<file path="config.mk">
export PLATFORM = sky130hd
export DESIGN_NAME = ltu_timer
export DESIGN_NICKNAME = d
export VERILOG_FILES = /design/src/include/ltu_pkg.sv /design/src/logic/ltu_timer.sv
export VERILOG_INCLUDE_DIRS = /design/src /design/src/include
export SDC_FILE = /design/constraint.sdc
export NUM_CORES = 1
export LEC_CHECK = 0
export BUFFER_PORTS_ARGS = -buffer_cell sky130_fd_sc_hd__buf_2
export CAP_MARGIN = 20
export CORE_ASPECT_RATIO = 1.75
export CORE_UTILIZATION = 46
export DETAILED_ROUTE_END_ITERATION = 6
export HOLD_SLACK_MARGIN = 0.15
export PLACE_DENSITY = 0.76
export SYNTH_ARGS = -nofsm -noshare
export SYNTH_HDL_FRONTEND = slang
export SYNTH_SLANG_ARGS = --single-unit
</file>
<file path="constraint.sdc">
create_clock -name MCLK -period 2.05 [get_ports MCLK]
set_input_delay 0.41 -clock MCLK [delete_from_list [all_inputs] [get_ports MCLK]]
set_output_delay 0.41 -clock MCLK [all_outputs]
set_load 0.05 [all_outputs]
</file>
<file path="src/include/ltu_cfg.svh">
// Offsets, field positions, reset values and timing counts of the timer
`ifndef LTU_CFG_SVH
`define LTU_CFG_SVH

// Printed register indices; byte address is four times the index
`define LTU_IDX_RELOAD_CSR     8'h0C
`define LTU_IDX_RELOAD_VALUE   8'h0D
`define LTU_IDX_RELOAD_COUNT   8'h0E
`define LTU_IDX_BASE_CSR       8'h0F
`define LTU_IDX_CAPTURE        8'h10

// Field positions in the base tick / capture control-status register
`define LTU_CSR1_CAP_IRQ_EN    7
`define LTU_CSR1_CAP_FLAG      6
`define LTU_CSR1_PERIOD_DBL    5
`define LTU_CSR1_BASE_IRQ_EN   4
`define LTU_CSR1_BASE_FLAG     3

// Field positions in the reload tick control-status register
`define LTU_CSR2_RELOAD_IRQ_EN 1
`define LTU_CSR2_RELOAD_FLAG   0

// Reset values
`define LTU_RESET_BYTE         8'h00

// Timing: oscillator divide, base counter wrap point and reload counter top
`define LTU_PRESCALE           32
`define LTU_BASE_WRAP          8'hF9
`define LTU_RELOAD_TOP         8'hFF

`endif

</file>
<file path="src/include/ltu_pkg.sv">
// Types shared by the timer block
package ltu_pkg;

    // Interrupt requests, one per event vector
    typedef struct packed {
        logic base_tick;
        logic reload_tick;
        logic capture;
    } ltu_irq_type;

    // Chip state inputs: halt and global interrupt mask
    typedef struct packed {
        logic halt;
        logic global_irq_mask;
    } ltu_sys_type;

    // Capture edge detector states
    typedef enum logic [1:0] {
        LTU_CAP_ARMED = 2'b01,
        LTU_CAP_HELD  = 2'b10
    } ltu_cap_state_type;

endpackage

</file>
<file path="src/logic/ltu_timer.sv">
// Lite timebase and capture timer with APB register access
`timescale 1ns/1ns
`default_nettype none
`include "ltu_cfg.svh"

// Functional notes
// - Base counter from zero, every 32 clocks, hidden
// - Base overflow on F9h to 00h wrap
// - Period double select gives 16000 clocks
// - Base overflow sets flag, gated interrupt request
// - Reading first status clears base flag
// - Capture pin edge latches base counter, flags
// - Reading capture register clears capture flag
// - Capture held while capture flag set
// - Capture register read-only, resets to zero
// - Reload counter starts at reload value
// - Reload counter overflow past FFh reloads
// - New reload value applied at next overflow
// - Reload counter readable, writes ignored
// - Reload overflow sets flag, gated interrupt
// - Reading second status clears reload flag
// - Counters stop in halt only
// - Separate interrupt lines, gated by global mask
module ltu_timer #(
    parameter int PRESCALE = `LTU_PRESCALE
) (
    // Clock and reset
    input  wire logic                 MCLK,
    input  wire logic                 RST_B,
    // APB slave
    input  wire logic                 PSEL,
    input  wire logic                 PENABLE,
    input  wire logic                 PWRITE,
    input  wire logic [11:0]          PADDR,
    input  wire logic [31:0]          PWDATA,
    output logic      [31:0]          PRDATA,
    output logic                      PREADY,
    output logic                      PSLVERR,
    // Chip state and capture pin
    input  wire ltu_pkg::ltu_sys_type SYS,
    input  wire logic                 CAPTURE_PIN,
    // Interrupt requests
    output ltu_pkg::ltu_irq_type      IRQ
);
    import ltu_pkg::*;

    localparam int PW = $clog2(PRESCALE);

    logic [PW-1:0]     prescale_cnt;
    logic              tick;
    logic [7:0]        base_cnt;
    logic              base_half;
    logic              base_event;
    logic [7:0]        reload_cnt;
    logic [7:0]        reload_value;
    logic              reload_event;
    logic              period_double_sel;
    logic              base_tick_irq_en;
    logic              base_tick_flag;
    logic              capture_irq_en;
    logic              capture_flag;
    logic              reload_tick_irq_en;
    logic              reload_tick_flag;
    logic [7:0]        capture_value;
    logic              cap_sync1;
    logic              cap_sync2;
    logic              cap_prev;
    logic              cap_edge;
    logic [2:0]        cap_seen;
    ltu_cap_state_type cap_state;
    logic              access;
    logic              wr;
    logic              rd;
    logic [9:0]        idx;
    logic              mapped;
    logic [7:0]        next_rdata;

    // Single wait-free access phase
    assign PREADY  = 1'b1;
    assign access  = PSEL && PENABLE;
    // Misaligned or unmapped accesses neither write nor clear flags
    assign wr      = access && PWRITE && mapped;
    assign rd      = access && !PWRITE && mapped;
    assign idx     = PADDR[11:2];
    assign mapped  = (PADDR[1:0] == 2'b00) && (idx >= 10'(`LTU_IDX_RELOAD_CSR))
                     && (idx <= 10'(`LTU_IDX_CAPTURE));
    assign PSLVERR = access && !mapped;

    // Prescaler; halt freezes the timebase only
    always_ff @(posedge MCLK or negedge RST_B) begin
        if (!RST_B) begin
            prescale_cnt <= '0;
        end else if (!SYS.halt) begin
            if (prescale_cnt == PW'(PRESCALE - 1)) begin
                prescale_cnt <= '0;
            end else begin
                prescale_cnt <= prescale_cnt + 1'b1;
            end
        end
    end
    assign tick = !SYS.halt && (prescale_cnt == PW'(PRESCALE - 1));

    // Base counter wraps at F9h; the event fires every wrap or every second wrap
    always_ff @(posedge MCLK or negedge RST_B) begin
        if (!RST_B) begin
            base_cnt  <= 8'h00;
            base_half <= 1'b0;
        end else if (tick) begin
            if (base_cnt == `LTU_BASE_WRAP) begin
                base_cnt  <= 8'h00;
                base_half <= !base_half;
            end else begin
                base_cnt <= base_cnt + 8'h01;
            end
        end
    end
    assign base_event = tick && (base_cnt == `LTU_BASE_WRAP)
                        && (!period_double_sel || base_half);

    // Reload counter; reset value equals reload reset value
    always_ff @(posedge MCLK or negedge RST_B) begin
        if (!RST_B) begin
            reload_cnt <= `LTU_RESET_BYTE;
        end else if (tick) begin
            if (reload_cnt == `LTU_RELOAD_TOP) begin
                reload_cnt <= reload_value;
            end else begin
                reload_cnt <= reload_cnt + 8'h01;
            end
        end
    end
    assign reload_event = tick && (reload_cnt == `LTU_RELOAD_TOP);

    // Software controls; flags are never written
    always_ff @(posedge MCLK or negedge RST_B) begin
        if (!RST_B) begin
            reload_value       <= `LTU_RESET_BYTE;
            period_double_sel  <= 1'b0;
            base_tick_irq_en   <= 1'b0;
            capture_irq_en     <= 1'b0;
            reload_tick_irq_en <= 1'b0;
        end else if (wr) begin
            case (idx)
                10'(`LTU_IDX_RELOAD_VALUE): begin
                    reload_value <= PWDATA[7:0];
                end
                10'(`LTU_IDX_BASE_CSR): begin
                    capture_irq_en    <= PWDATA[`LTU_CSR1_CAP_IRQ_EN];
                    period_double_sel <= PWDATA[`LTU_CSR1_PERIOD_DBL];
                    base_tick_irq_en  <= PWDATA[`LTU_CSR1_BASE_IRQ_EN];
                end
                10'(`LTU_IDX_RELOAD_CSR): begin
                    reload_tick_irq_en <= PWDATA[`LTU_CSR2_RELOAD_IRQ_EN];
                end
                default: begin
                end
            endcase
        end
    end

    // Event flags: a set in the same cycle as the clearing read wins
    always_ff @(posedge MCLK or negedge RST_B) begin
        if (!RST_B) begin
            base_tick_flag <= 1'b0;
        end else if (base_event) begin
            base_tick_flag <= 1'b1;
        end else if (rd && idx == 10'(`LTU_IDX_BASE_CSR)) begin
            base_tick_flag <= 1'b0;
        end
    end

    always_ff @(posedge MCLK or negedge RST_B) begin
        if (!RST_B) begin
            reload_tick_flag <= 1'b0;
        end else if (reload_event) begin
            reload_tick_flag <= 1'b1;
        end else if (rd && idx == 10'(`LTU_IDX_RELOAD_CSR)) begin
            reload_tick_flag <= 1'b0;
        end
    end

    // Capture pin synchroniser; only the second stage feeds the detector
    always_ff @(posedge MCLK or negedge RST_B) begin
        if (!RST_B) begin
            cap_sync1 <= 1'b0;
            cap_sync2 <= 1'b0;
            cap_prev  <= 1'b0;
            cap_seen  <= 3'h0;
        end else begin
            cap_sync1 <= CAPTURE_PIN;
            cap_sync2 <= cap_sync1;
            cap_prev  <= cap_sync2;
            cap_seen  <= {cap_seen[1:0], 1'b1};
        end
    end
    // No edge until both compared stages hold real pin samples; a pin idling
    // high would otherwise fake an edge just after reset
    assign cap_edge = cap_seen[2] && (cap_sync2 != cap_prev);

    // Flag reset is a known clear, which also satisfies the read-once advice
    always_ff @(posedge MCLK or negedge RST_B) begin
        if (!RST_B) begin
            cap_state     <= LTU_CAP_ARMED;
            capture_value <= 8'h00;
        end else begin
            case (cap_state)
                LTU_CAP_ARMED: begin
                    if (cap_edge) begin
                        capture_value <= base_cnt;
                        cap_state     <= LTU_CAP_HELD;
                    end
                end
                LTU_CAP_HELD: begin
                    if (rd && idx == 10'(`LTU_IDX_CAPTURE)) begin
                        cap_state <= LTU_CAP_ARMED;
                    end
                end
                default: begin
                    cap_state <= LTU_CAP_ARMED;
                end
            endcase
        end
    end
    assign capture_flag = (cap_state == LTU_CAP_HELD);

    // Read mux; unused control bits read as zero
    always_comb begin
        next_rdata = 8'h00;
        case (idx)
            10'(`LTU_IDX_RELOAD_CSR): begin
                next_rdata[`LTU_CSR2_RELOAD_IRQ_EN] = reload_tick_irq_en;
                next_rdata[`LTU_CSR2_RELOAD_FLAG]   = reload_tick_flag;
            end
            10'(`LTU_IDX_RELOAD_VALUE): next_rdata = reload_value;
            10'(`LTU_IDX_RELOAD_COUNT): next_rdata = reload_cnt;
            10'(`LTU_IDX_BASE_CSR): begin
                next_rdata[`LTU_CSR1_CAP_IRQ_EN]  = capture_irq_en;
                next_rdata[`LTU_CSR1_CAP_FLAG]    = capture_flag;
                next_rdata[`LTU_CSR1_PERIOD_DBL]  = period_double_sel;
                next_rdata[`LTU_CSR1_BASE_IRQ_EN] = base_tick_irq_en;
                next_rdata[`LTU_CSR1_BASE_FLAG]   = base_tick_flag;
            end
            10'(`LTU_IDX_CAPTURE): next_rdata = capture_value;
            default: next_rdata = 8'h00;
        endcase
        if (!mapped) begin
            next_rdata = 8'h00;
        end
    end
    assign PRDATA = {24'h000000, next_rdata};

    // One request line per event, gated by enable and global mask
    assign IRQ.base_tick   = base_tick_flag && base_tick_irq_en
                             && !SYS.global_irq_mask;
    assign IRQ.reload_tick = reload_tick_flag && reload_tick_irq_en
                             && !SYS.global_irq_mask;
    assign IRQ.capture     = capture_flag && capture_irq_en
                             && !SYS.global_irq_mask;

    // Assertions
    base_wrap_a: assert property (@(posedge MCLK) disable iff (!RST_B)
        (tick && base_cnt == 8'hF9) |=> (base_cnt == 8'h00))
        else $error("base counter did not wrap at F9h");

    base_hidden_a: assert property (@(posedge MCLK) disable iff (!RST_B)
        !tick |=> $stable(base_cnt))
        else $error("base counter moved without a tick");

    double_period_a: assert property (@(posedge MCLK) disable iff (!RST_B)
        (period_double_sel && base_event) |=> !base_half)
        else $error("double period event not followed by idle half");

    base_flag_set_a: assert property (@(posedge MCLK) disable iff (!RST_B)
        base_event |=> base_tick_flag)
        else $error("base flag not set on overflow");

    base_flag_clr_a: assert property (@(posedge MCLK) disable iff (!RST_B)
        (rd && idx == 10'h00F && !base_event) |=> !base_tick_flag)
        else $error("base flag not cleared by status read");

    capture_take_a: assert property (@(posedge MCLK) disable iff (!RST_B)
        (cap_edge && !capture_flag) |=> (capture_flag && capture_value == $past(base_cnt)))
        else $error("capture did not latch base counter");

    capture_clr_a: assert property (@(posedge MCLK) disable iff (!RST_B)
        (rd && idx == 10'h010 && capture_flag) |=> !capture_flag)
        else $error("capture flag not cleared by read");

    capture_hold_a: assert property (@(posedge MCLK) disable iff (!RST_B)
        capture_flag |=> $stable(capture_value))
        else $error("capture register changed while flag set");

    reload_load_a: assert property (@(posedge MCLK) disable iff (!RST_B)
        reload_event |=> (reload_cnt == $past(reload_value)))
        else $error("reload counter not reloaded on overflow");

    reload_flag_a: assert property (@(posedge MCLK) disable iff (!RST_B)
        reload_event |=> reload_tick_flag)
        else $error("reload flag not set on overflow");

    reload_flag_clr_a: assert property (@(posedge MCLK) disable iff (!RST_B)
        (rd && idx == 10'h00C && !reload_event) |=> !reload_tick_flag)
        else $error("reload flag not cleared by status read");

    halt_freeze_a: assert property (@(posedge MCLK) disable iff (!RST_B)
        SYS.halt |=> ($stable(reload_cnt) && $stable(base_cnt)))
        else $error("counter advanced in halt");

    irq_mask_a: assert property (@(posedge MCLK) disable iff (!RST_B)
        SYS.global_irq_mask |-> (IRQ == 3'b000))
        else $error("interrupt raised while globally masked");

endmodule
`default_nettype wire

</file>
==> flow_summary.yaml, run 1 <==
critical_path:
  timing.reg2reg.worst_path_depth: 7
  r2r_end: "base_tick_flag"
  kind_of_end_point_of_the_critical_path: "primary output"
  path_max_fanout: 3
  cp_cell_sequence: "buf_8 > or3b_4 > nor4_4 > o211ai_1 > buf_4 > a31oi_4 > buf_6"
  timing.critical_path.slowest_cell_delay_ps: 420
  regToRegStartpoint: "prescale_cnt[0]"
  arrival_ps: 1880
  kind_of_start_point_of_the_critical_path: "primary input"
  critPathBufInv: 3
  critPathSlowestCell: "or3b_4"
  worstPathRequired_ps: 1640
  path_delay_family: "simple AND/OR/NAND/NOR gates"
  reg2reg_slack_ps: 240
  worst_path_class_setup: "primary input to primary output"
timing:
  setup_slack_ps: -242.0
  final_hold_vio_count: 0
  final.hold.worst_slack_ps: 202.4
  timing.max_slew.rel_slack_pct: 62.83
  fmax_ghz: 0.4363
  final-setup-viol-count: 9
  unrepaired_setup_endpoints_after_global_routing: "true"
  period_needed_ps: 2292
  setup-tns-final_ps: -1811
  tightestPinTransition_ps: 557.6
  clock-skew-final_ps: 8.241
  final_min_period_over_clock_period_pct: 111.8
  finalMaxSlewViolations: 0
outcome:
  failing_checks: "setup timing"
  outcome: "complete, but fails checks"
min_path:
  worstHoldPathCells: 1
  timing.hold.worst.class: "primary input to register"
  holdPathEnd: "cap_sync1"
  holdCritStartpoint: "CAPTURE_PIN"
cells_and_area:
  layout.filler_cells: 474
  final_cells: 430
  final-seq-area_mm2: 0.001303
  num_antenna_cells: 0
  layout-area-overhead-vs-synth_pct: 29.96
  layout-drive-gt1-share_pct: 36.65
  nNetsFinal: 408
  final_common_cell: "dfrtp_1"
  layout.cells.most_common_list: "dfrtp_1, buf_4, conb_1"
  layout.cell_area.non_filler_mm2: 0.003761
  multi_input_combinational_cell_area_mm2: 0.001648
drt:
  detailed_route_drc_error_count: 0
  detail_route.wirelength_um: 7133
  routed_wire_length_per_instance_um: 16.59
  antenna_left: 0
  detail_route.first_pass.iterations: 6
  drt_first_iter_violations: 91
  routed_via_density: 5.507
  via_count: 2368
logic_synthesis:
  count_of_yosys_warnings_during_synthesis: 0
  synth-seq-cells: 52
  avgSynthCellArea_um2: 10.30
  synth_cell_types: 49
  synth_sequential_area_ratio_pct: 45.01
  synthArstFlopShare_pct: 100.0
  yosys_most_used_dff: "dfrtp_1"
  synth.cell_area_mm2: 0.002894
  synth-edff-count: 0
  syn-instance-count: 281
cts:
  cts_root_buf: "clkbuf_8"
  cts-buffers-inserted: 5
  clock_insertion_delay_worst_skew_ps: 310
  cts_tree: "built"
  cts_max_level: 2
  cts_buffer_depth: 2
  clk_transition_reported_paths_ps: 90
  clock_sinks: 52
grt:
  grt_first_pass_wirelength_um: 11410
  vias_in_the_first_global_route: 2484
  globalRoute.totalOverflow: 0
  grt_antenna_before_repair: 0
  grt_start_max_net_pins: 27
  globalRouteTotalUtil_pct: 23.83
pwr:
  ir_drop_worst_case_vdd_v: 0.0006547
  post-layout-total-power_mw: 2.469
  power-per-cell-area_mw_per_mm2: 656.5
  total_leakage_power_nw: 1.718
floorplan:
  fp.dieH_um: 106.9
  die_outline_area_mm2: 0.006625
  placeableCoreArea_mm2: 0.005972
  ios: 89
  initial_core_util_pct: 48.46
  floorplan.rows: 37
  chipWidth_um: 61.96
job:
  maxCapViolations: 0
place:
  postPlaceCellArea_mm2: 0.003390
  portBuffers: 39
  dpl.cell_count: 416
  place.detailed.hpwl_um: 5122
  place_congestion: 0.8431
[sequential cells by signal, indices dropped and copies added, names as in the netlist, 2 cells and up]
signal,flops
reload_cnt,8
reload_value,8
prescale_cnt,5
capture_value,8
cap_state,2
base_cnt,8
cap_seen,3
[final cells by class]
| class | instances | share of cell area, % |
|---|---|---|
| multi-input combinational | 216 | 43.81 |
| clock buffer | 7 | 2.029 |
| tap | 78 | 2.595 |
| inverter | 2 | 0.1996 |
| sequential | 52 | 34.63 |
| timing repair buffer | 74 | 15.93 |
| clock inverter | 1 | 0.7984 |
[how the worst max path moves through the flow]
stage                        start         to  slack [ps]  cells past startpoint
final                     PADDR[5]  PRDATA[5]        -240                      7
after global routing      PADDR[2]  PRDATA[3]        -310                      7
after CTS                 PADDR[9]  PRDATA[5]        -260                      7
after detailed placement  PADDR[7]  PRDATA[5]        -410                      7
after global placement    PADDR[7]  PRDATA[5]        -400                      7
after floorplan           PADDR[7]  PRDATA[3]        -280                      5
[cells by family after synthesis]
group | synth area share, %
buffers and inverters | 8.258
AND/OR/NAND/NOR | 20.41
multiplexers | 11.63
adder cells (fa/ha/maj) | 2.162
other | 0.2595
AO/OA/AOI/OAI | 10.77
flip-flops | 45.01
XOR/XNOR | 1.513
[Yosys cell counts, types with 3 or more instances]
library cell	number	area (µm²)
a22o_1	8	70.07
buf_4	26	195.2
nand3_1	13	65.06
dfrtp_1	51	1276
and3_1	4	25.02
nand3b_1	3	22.52
clkbuf_1	7	26.28
a21oi_1	12	60.06
a22oi_1	4	30.03
or3_1	3	18.77
o21ai_0	8	40.04
nor2_1	20	75.07
nand2_1	17	63.81
and4_1	6	52.55
nor3_1	10	50.05
xnor2_1	4	35.03
nand4_1	6	37.54
a31oi_1	6	37.54
mux2_2	21	236.5
ha_1	5	62.56
nor2b_1	4	25.02
mux2_1	8	90.09
[metrics by stage]
stage               util [%]  setup WS (ps)
floorplan                  -         -282.9
global placement       56.76         -395.8
detailed placement     56.76         -405.1
CTS                    61.26         -256.6
global route           62.98         -311.6
finish                 62.98         -242.0
[where the power goes]
group          total, mW  switching, mW  internal, mW
Clock              0.696          0.330         0.366
Sequential          1.26          0.115          1.14
Combinational      0.515          0.301         0.214
Total               2.47          0.746          1.72
[what timing repair did]
item,4_1_cts,5_1_grt
pin swaps,8,7
gates resized for setup,35,18
setup endpoints to repair,9,14
setup buffers,1,4
hold buffers,1,0
endpoints found under the hold margin,23,0
[per-layer routing]
metal / up-vias / global-route usage, % / wire [µm]
li1: 1122 / - / -
met1: 1152 / 23.77 / 2602
met2: 76 / 43.16 / 3978
met3: 18 / 3.981 / 247
met4: 0 / 13.65 / 304
met5: - / 0 / 0
Note: power is estimated with default switching activity, not from simulation.
==> run 2, diff against run 1 <==
Settings changed: CELL_PAD_IN_SITES_DETAIL_PLACEMENT set to 1, CELL_PAD_IN_SITES_GLOBAL_PLACEMENT set to 1, CORE_UTILIZATION 46 to 35, PLACE_DENSITY 0.76 to not set, PLACE_DENSITY_LB_ADDON set to 0.1.
==> flow_summary.yaml, run 2 (synthesis gave the netlist of run 1 again) <==
cts:
  clk_transition_reported_paths_ps: 70
  cts_tree: "built"
  cts-buffers-inserted: 5
  cts_buffer_depth: 2
  clock_insertion_delay_worst_skew_ps: 290
  cts_max_level: 2
  clock_sinks: 52
  cts_root_buf: "clkbuf_16"
floorplan:
  initial_core_util_pct: 36.35
  chipWidth_um: 70.74
  ios: 89
  fp.dieH_um: 122.3
  placeableCoreArea_mm2: 0.007963
  die_outline_area_mm2: 0.008651
  floorplan.rows: 43
timing:
  fmax_ghz: 0.4372
  final-setup-viol-count: 9
  finalMaxSlewViolations: 0
  clock-skew-final_ps: 5.240
  final.hold.worst_slack_ps: 216.8
  final_hold_vio_count: 0
  period_needed_ps: 2287
  setup_slack_ps: -237.2
  final_min_period_over_clock_period_pct: 111.6
  unrepaired_setup_endpoints_after_global_routing: "true"
grt:
  vias_in_the_first_global_route: 2437
  globalRouteTotalUtil_pct: 19.47
  grt_first_pass_wirelength_um: 12660
  grt_antenna_before_repair: 0
  globalRoute.totalOverflow: 0
  grt_start_max_net_pins: 53
cells_and_area:
  multi_input_combinational_cell_area_mm2: 0.001630
  layout-area-overhead-vs-synth_pct: 29.96
  layout.cells.most_common_list: "dfrtp_1, buf_2, buf_4"
  layout.filler_cells: 900
  final-seq-area_mm2: 0.001303
  final_common_cell: "dfrtp_1"
  layout-drive-gt1-share_pct: 35.24
  num_antenna_cells: 0
  layout.core_utilization_pct: 47.23
  nNetsFinal: 405
critical_path:
  worst_path_class_setup: "primary input to primary output"
  path_delay_family: "simple AND/OR/NAND/NOR gates"
  arrival_ps: 1880
  cp_common_cell: "buf_6"
  worstPathRequired_ps: 1640
  cp_cell_sequence: "buf_6 > or3_4 > buf_6 > nor3_2 > buf_4 > nand2_1 > a31oi_4 > buf_6"
  critPathSlowestCell: "or3_4"
  path_max_fanout: 6
  kind_of_start_point_of_the_critical_path: "primary input"
  timing.critical_path.slowest_cell_delay_ps: 400
  regToRegStartpoint: "prescale_cnt[0]"
  kind_of_end_point_of_the_critical_path: "primary output"
  reg2reg_slack_ps: 200
  critPathBufInv: 4
  r2r_end: "base_half"
  timing.reg2reg.worst_path_depth: 7
drt:
  routed_via_density: 5.308
  detail_route.first_pass.iterations: 6
  detail_route.wirelength_um: 7681
  antenna_left: 0
  routed_wire_length_per_instance_um: 17.50
  via_count: 2330
  drt_first_iter_violations: 81
  detailed_route_drc_error_count: 15
pwr:
  power_frac_clock_pct: 35.6
  swShare_pct: 29.53
  p_comb_share_pct: 18.4
  ir_drop_worst_case_vdd_v: 0.0004392
  power-per-cell-area_mw_per_mm2: 727.8
  seq_power_share_pct: 46.0
  internal-power_mw: 1.929
  switching_power_uw: 808.2
  total_leakage_power_nw: 1.713
outcome:
  outcome: "complete, but fails checks"
  failing_checks: "DRC, setup timing"
min_path:
  holdPathEnd: "cap_sync1"
  holdCritStartpoint: "CAPTURE_PIN"
  worstHoldPathCells: 1
  timing.hold.worst.class: "primary input to register"
place:
  portBuffers: 39
  place_congestion: 0.7883
  place.detailed.hpwl_um: 5874
job:
  maxCapViolations: 0
==> run 2: changes by cell type in the layout (fill, tap and decap cells not counted), sizes merged <==
cell / change
clkinvlp: +1
clkbuf: -2
inv: +1
buf: -3
==> run 2: metal layers <==
| metal | vias to the layer above | wire length (µm) | track usage [%] |
|---|---|---|---|
| met1 | 1164 | 2815 | 21.22 |
| met3 | 6 | 261 | 2.874 |
| met2 | 48 | 4475 | 37.80 |
| met5 | - | 0 | 0 |
| li1 | 1112 | - | - |
| met4 | 0 | 128 | 6.375 |
==> run 2: worst max-delay path by stage <==
stage | slack (ps) | to | cells past startpoint | start
2_1_floorplan | -280 | PRDATA[3] | 5 | PADDR[7]
3_3_place_gp | -400 | PRDATA[0] | 7 | PADDR[7]
3_5_place_dp | -430 | PRDATA[1] | 7 | PADDR[7]
4_1_cts | -240 | PRDATA[5] | 8 | PADDR[7]
5_1_grt | -290 | PRDATA[5] | 7 | PADDR[5]
6_report | -240 | PRDATA[5] | 8 | PADDR[7]
==> run 2: per-stage QoR <==
step | setup WS, ps | setup TNS, ps | cell area [µm²] | std cells | total power, mW
2_1_floorplan | -282.9 | -1809 | 3107 | 305 | 1.626
3_3_place_gp | -401.3 | -4326 | 3425 | 429 | 1.756
3_5_place_dp | -429.0 | -4321 | 3425 | 429 | 1.780
4_1_cts | -241.0 | -1628 | 3736 | 439 | 2.778
5_1_grt | -289.9 | -2179 | 3761 | 439 | 2.894
6_report | -237.2 | -1684 | 3761 | 439 | 2.737
==> run 2: final cells by class <==
type / instances / share of cell area, %
Inverter: 2 / 0.1996
Clock buffer: 5 / 3.327
Tap cell: 90 / 2.994
Sequential cell: 52 / 34.63
Clock inverter: 3 / 1.231
Multi-Input combinational cell: 216 / 43.35
Timing Repair Buffer: 71 / 14.27
==> run 2: power by group through the flow <==
stage / registers [mW] / logic (mW) / clock network (mW)
global route: 1.28 / 0.575 / 1.04
detailed placement: 1.28 / 0.497 / 0
global placement: 1.27 / 0.482 / 0
CTS: 1.26 / 0.511 / 1.00
floorplan: 1.24 / 0.387 / 0
finish: 1.26 / 0.504 / 0.974
==> run 2: repair_timing <==
action / 4_1_cts / 5_1_grt
hold endpoints to repair: 51 / 0
pin swaps: 8 / 1
setup endpoints to repair: 9 / 12
hold buffers: 1 / 0
gates resized for setup: 30 / 5
setup buffers: 1 / 0
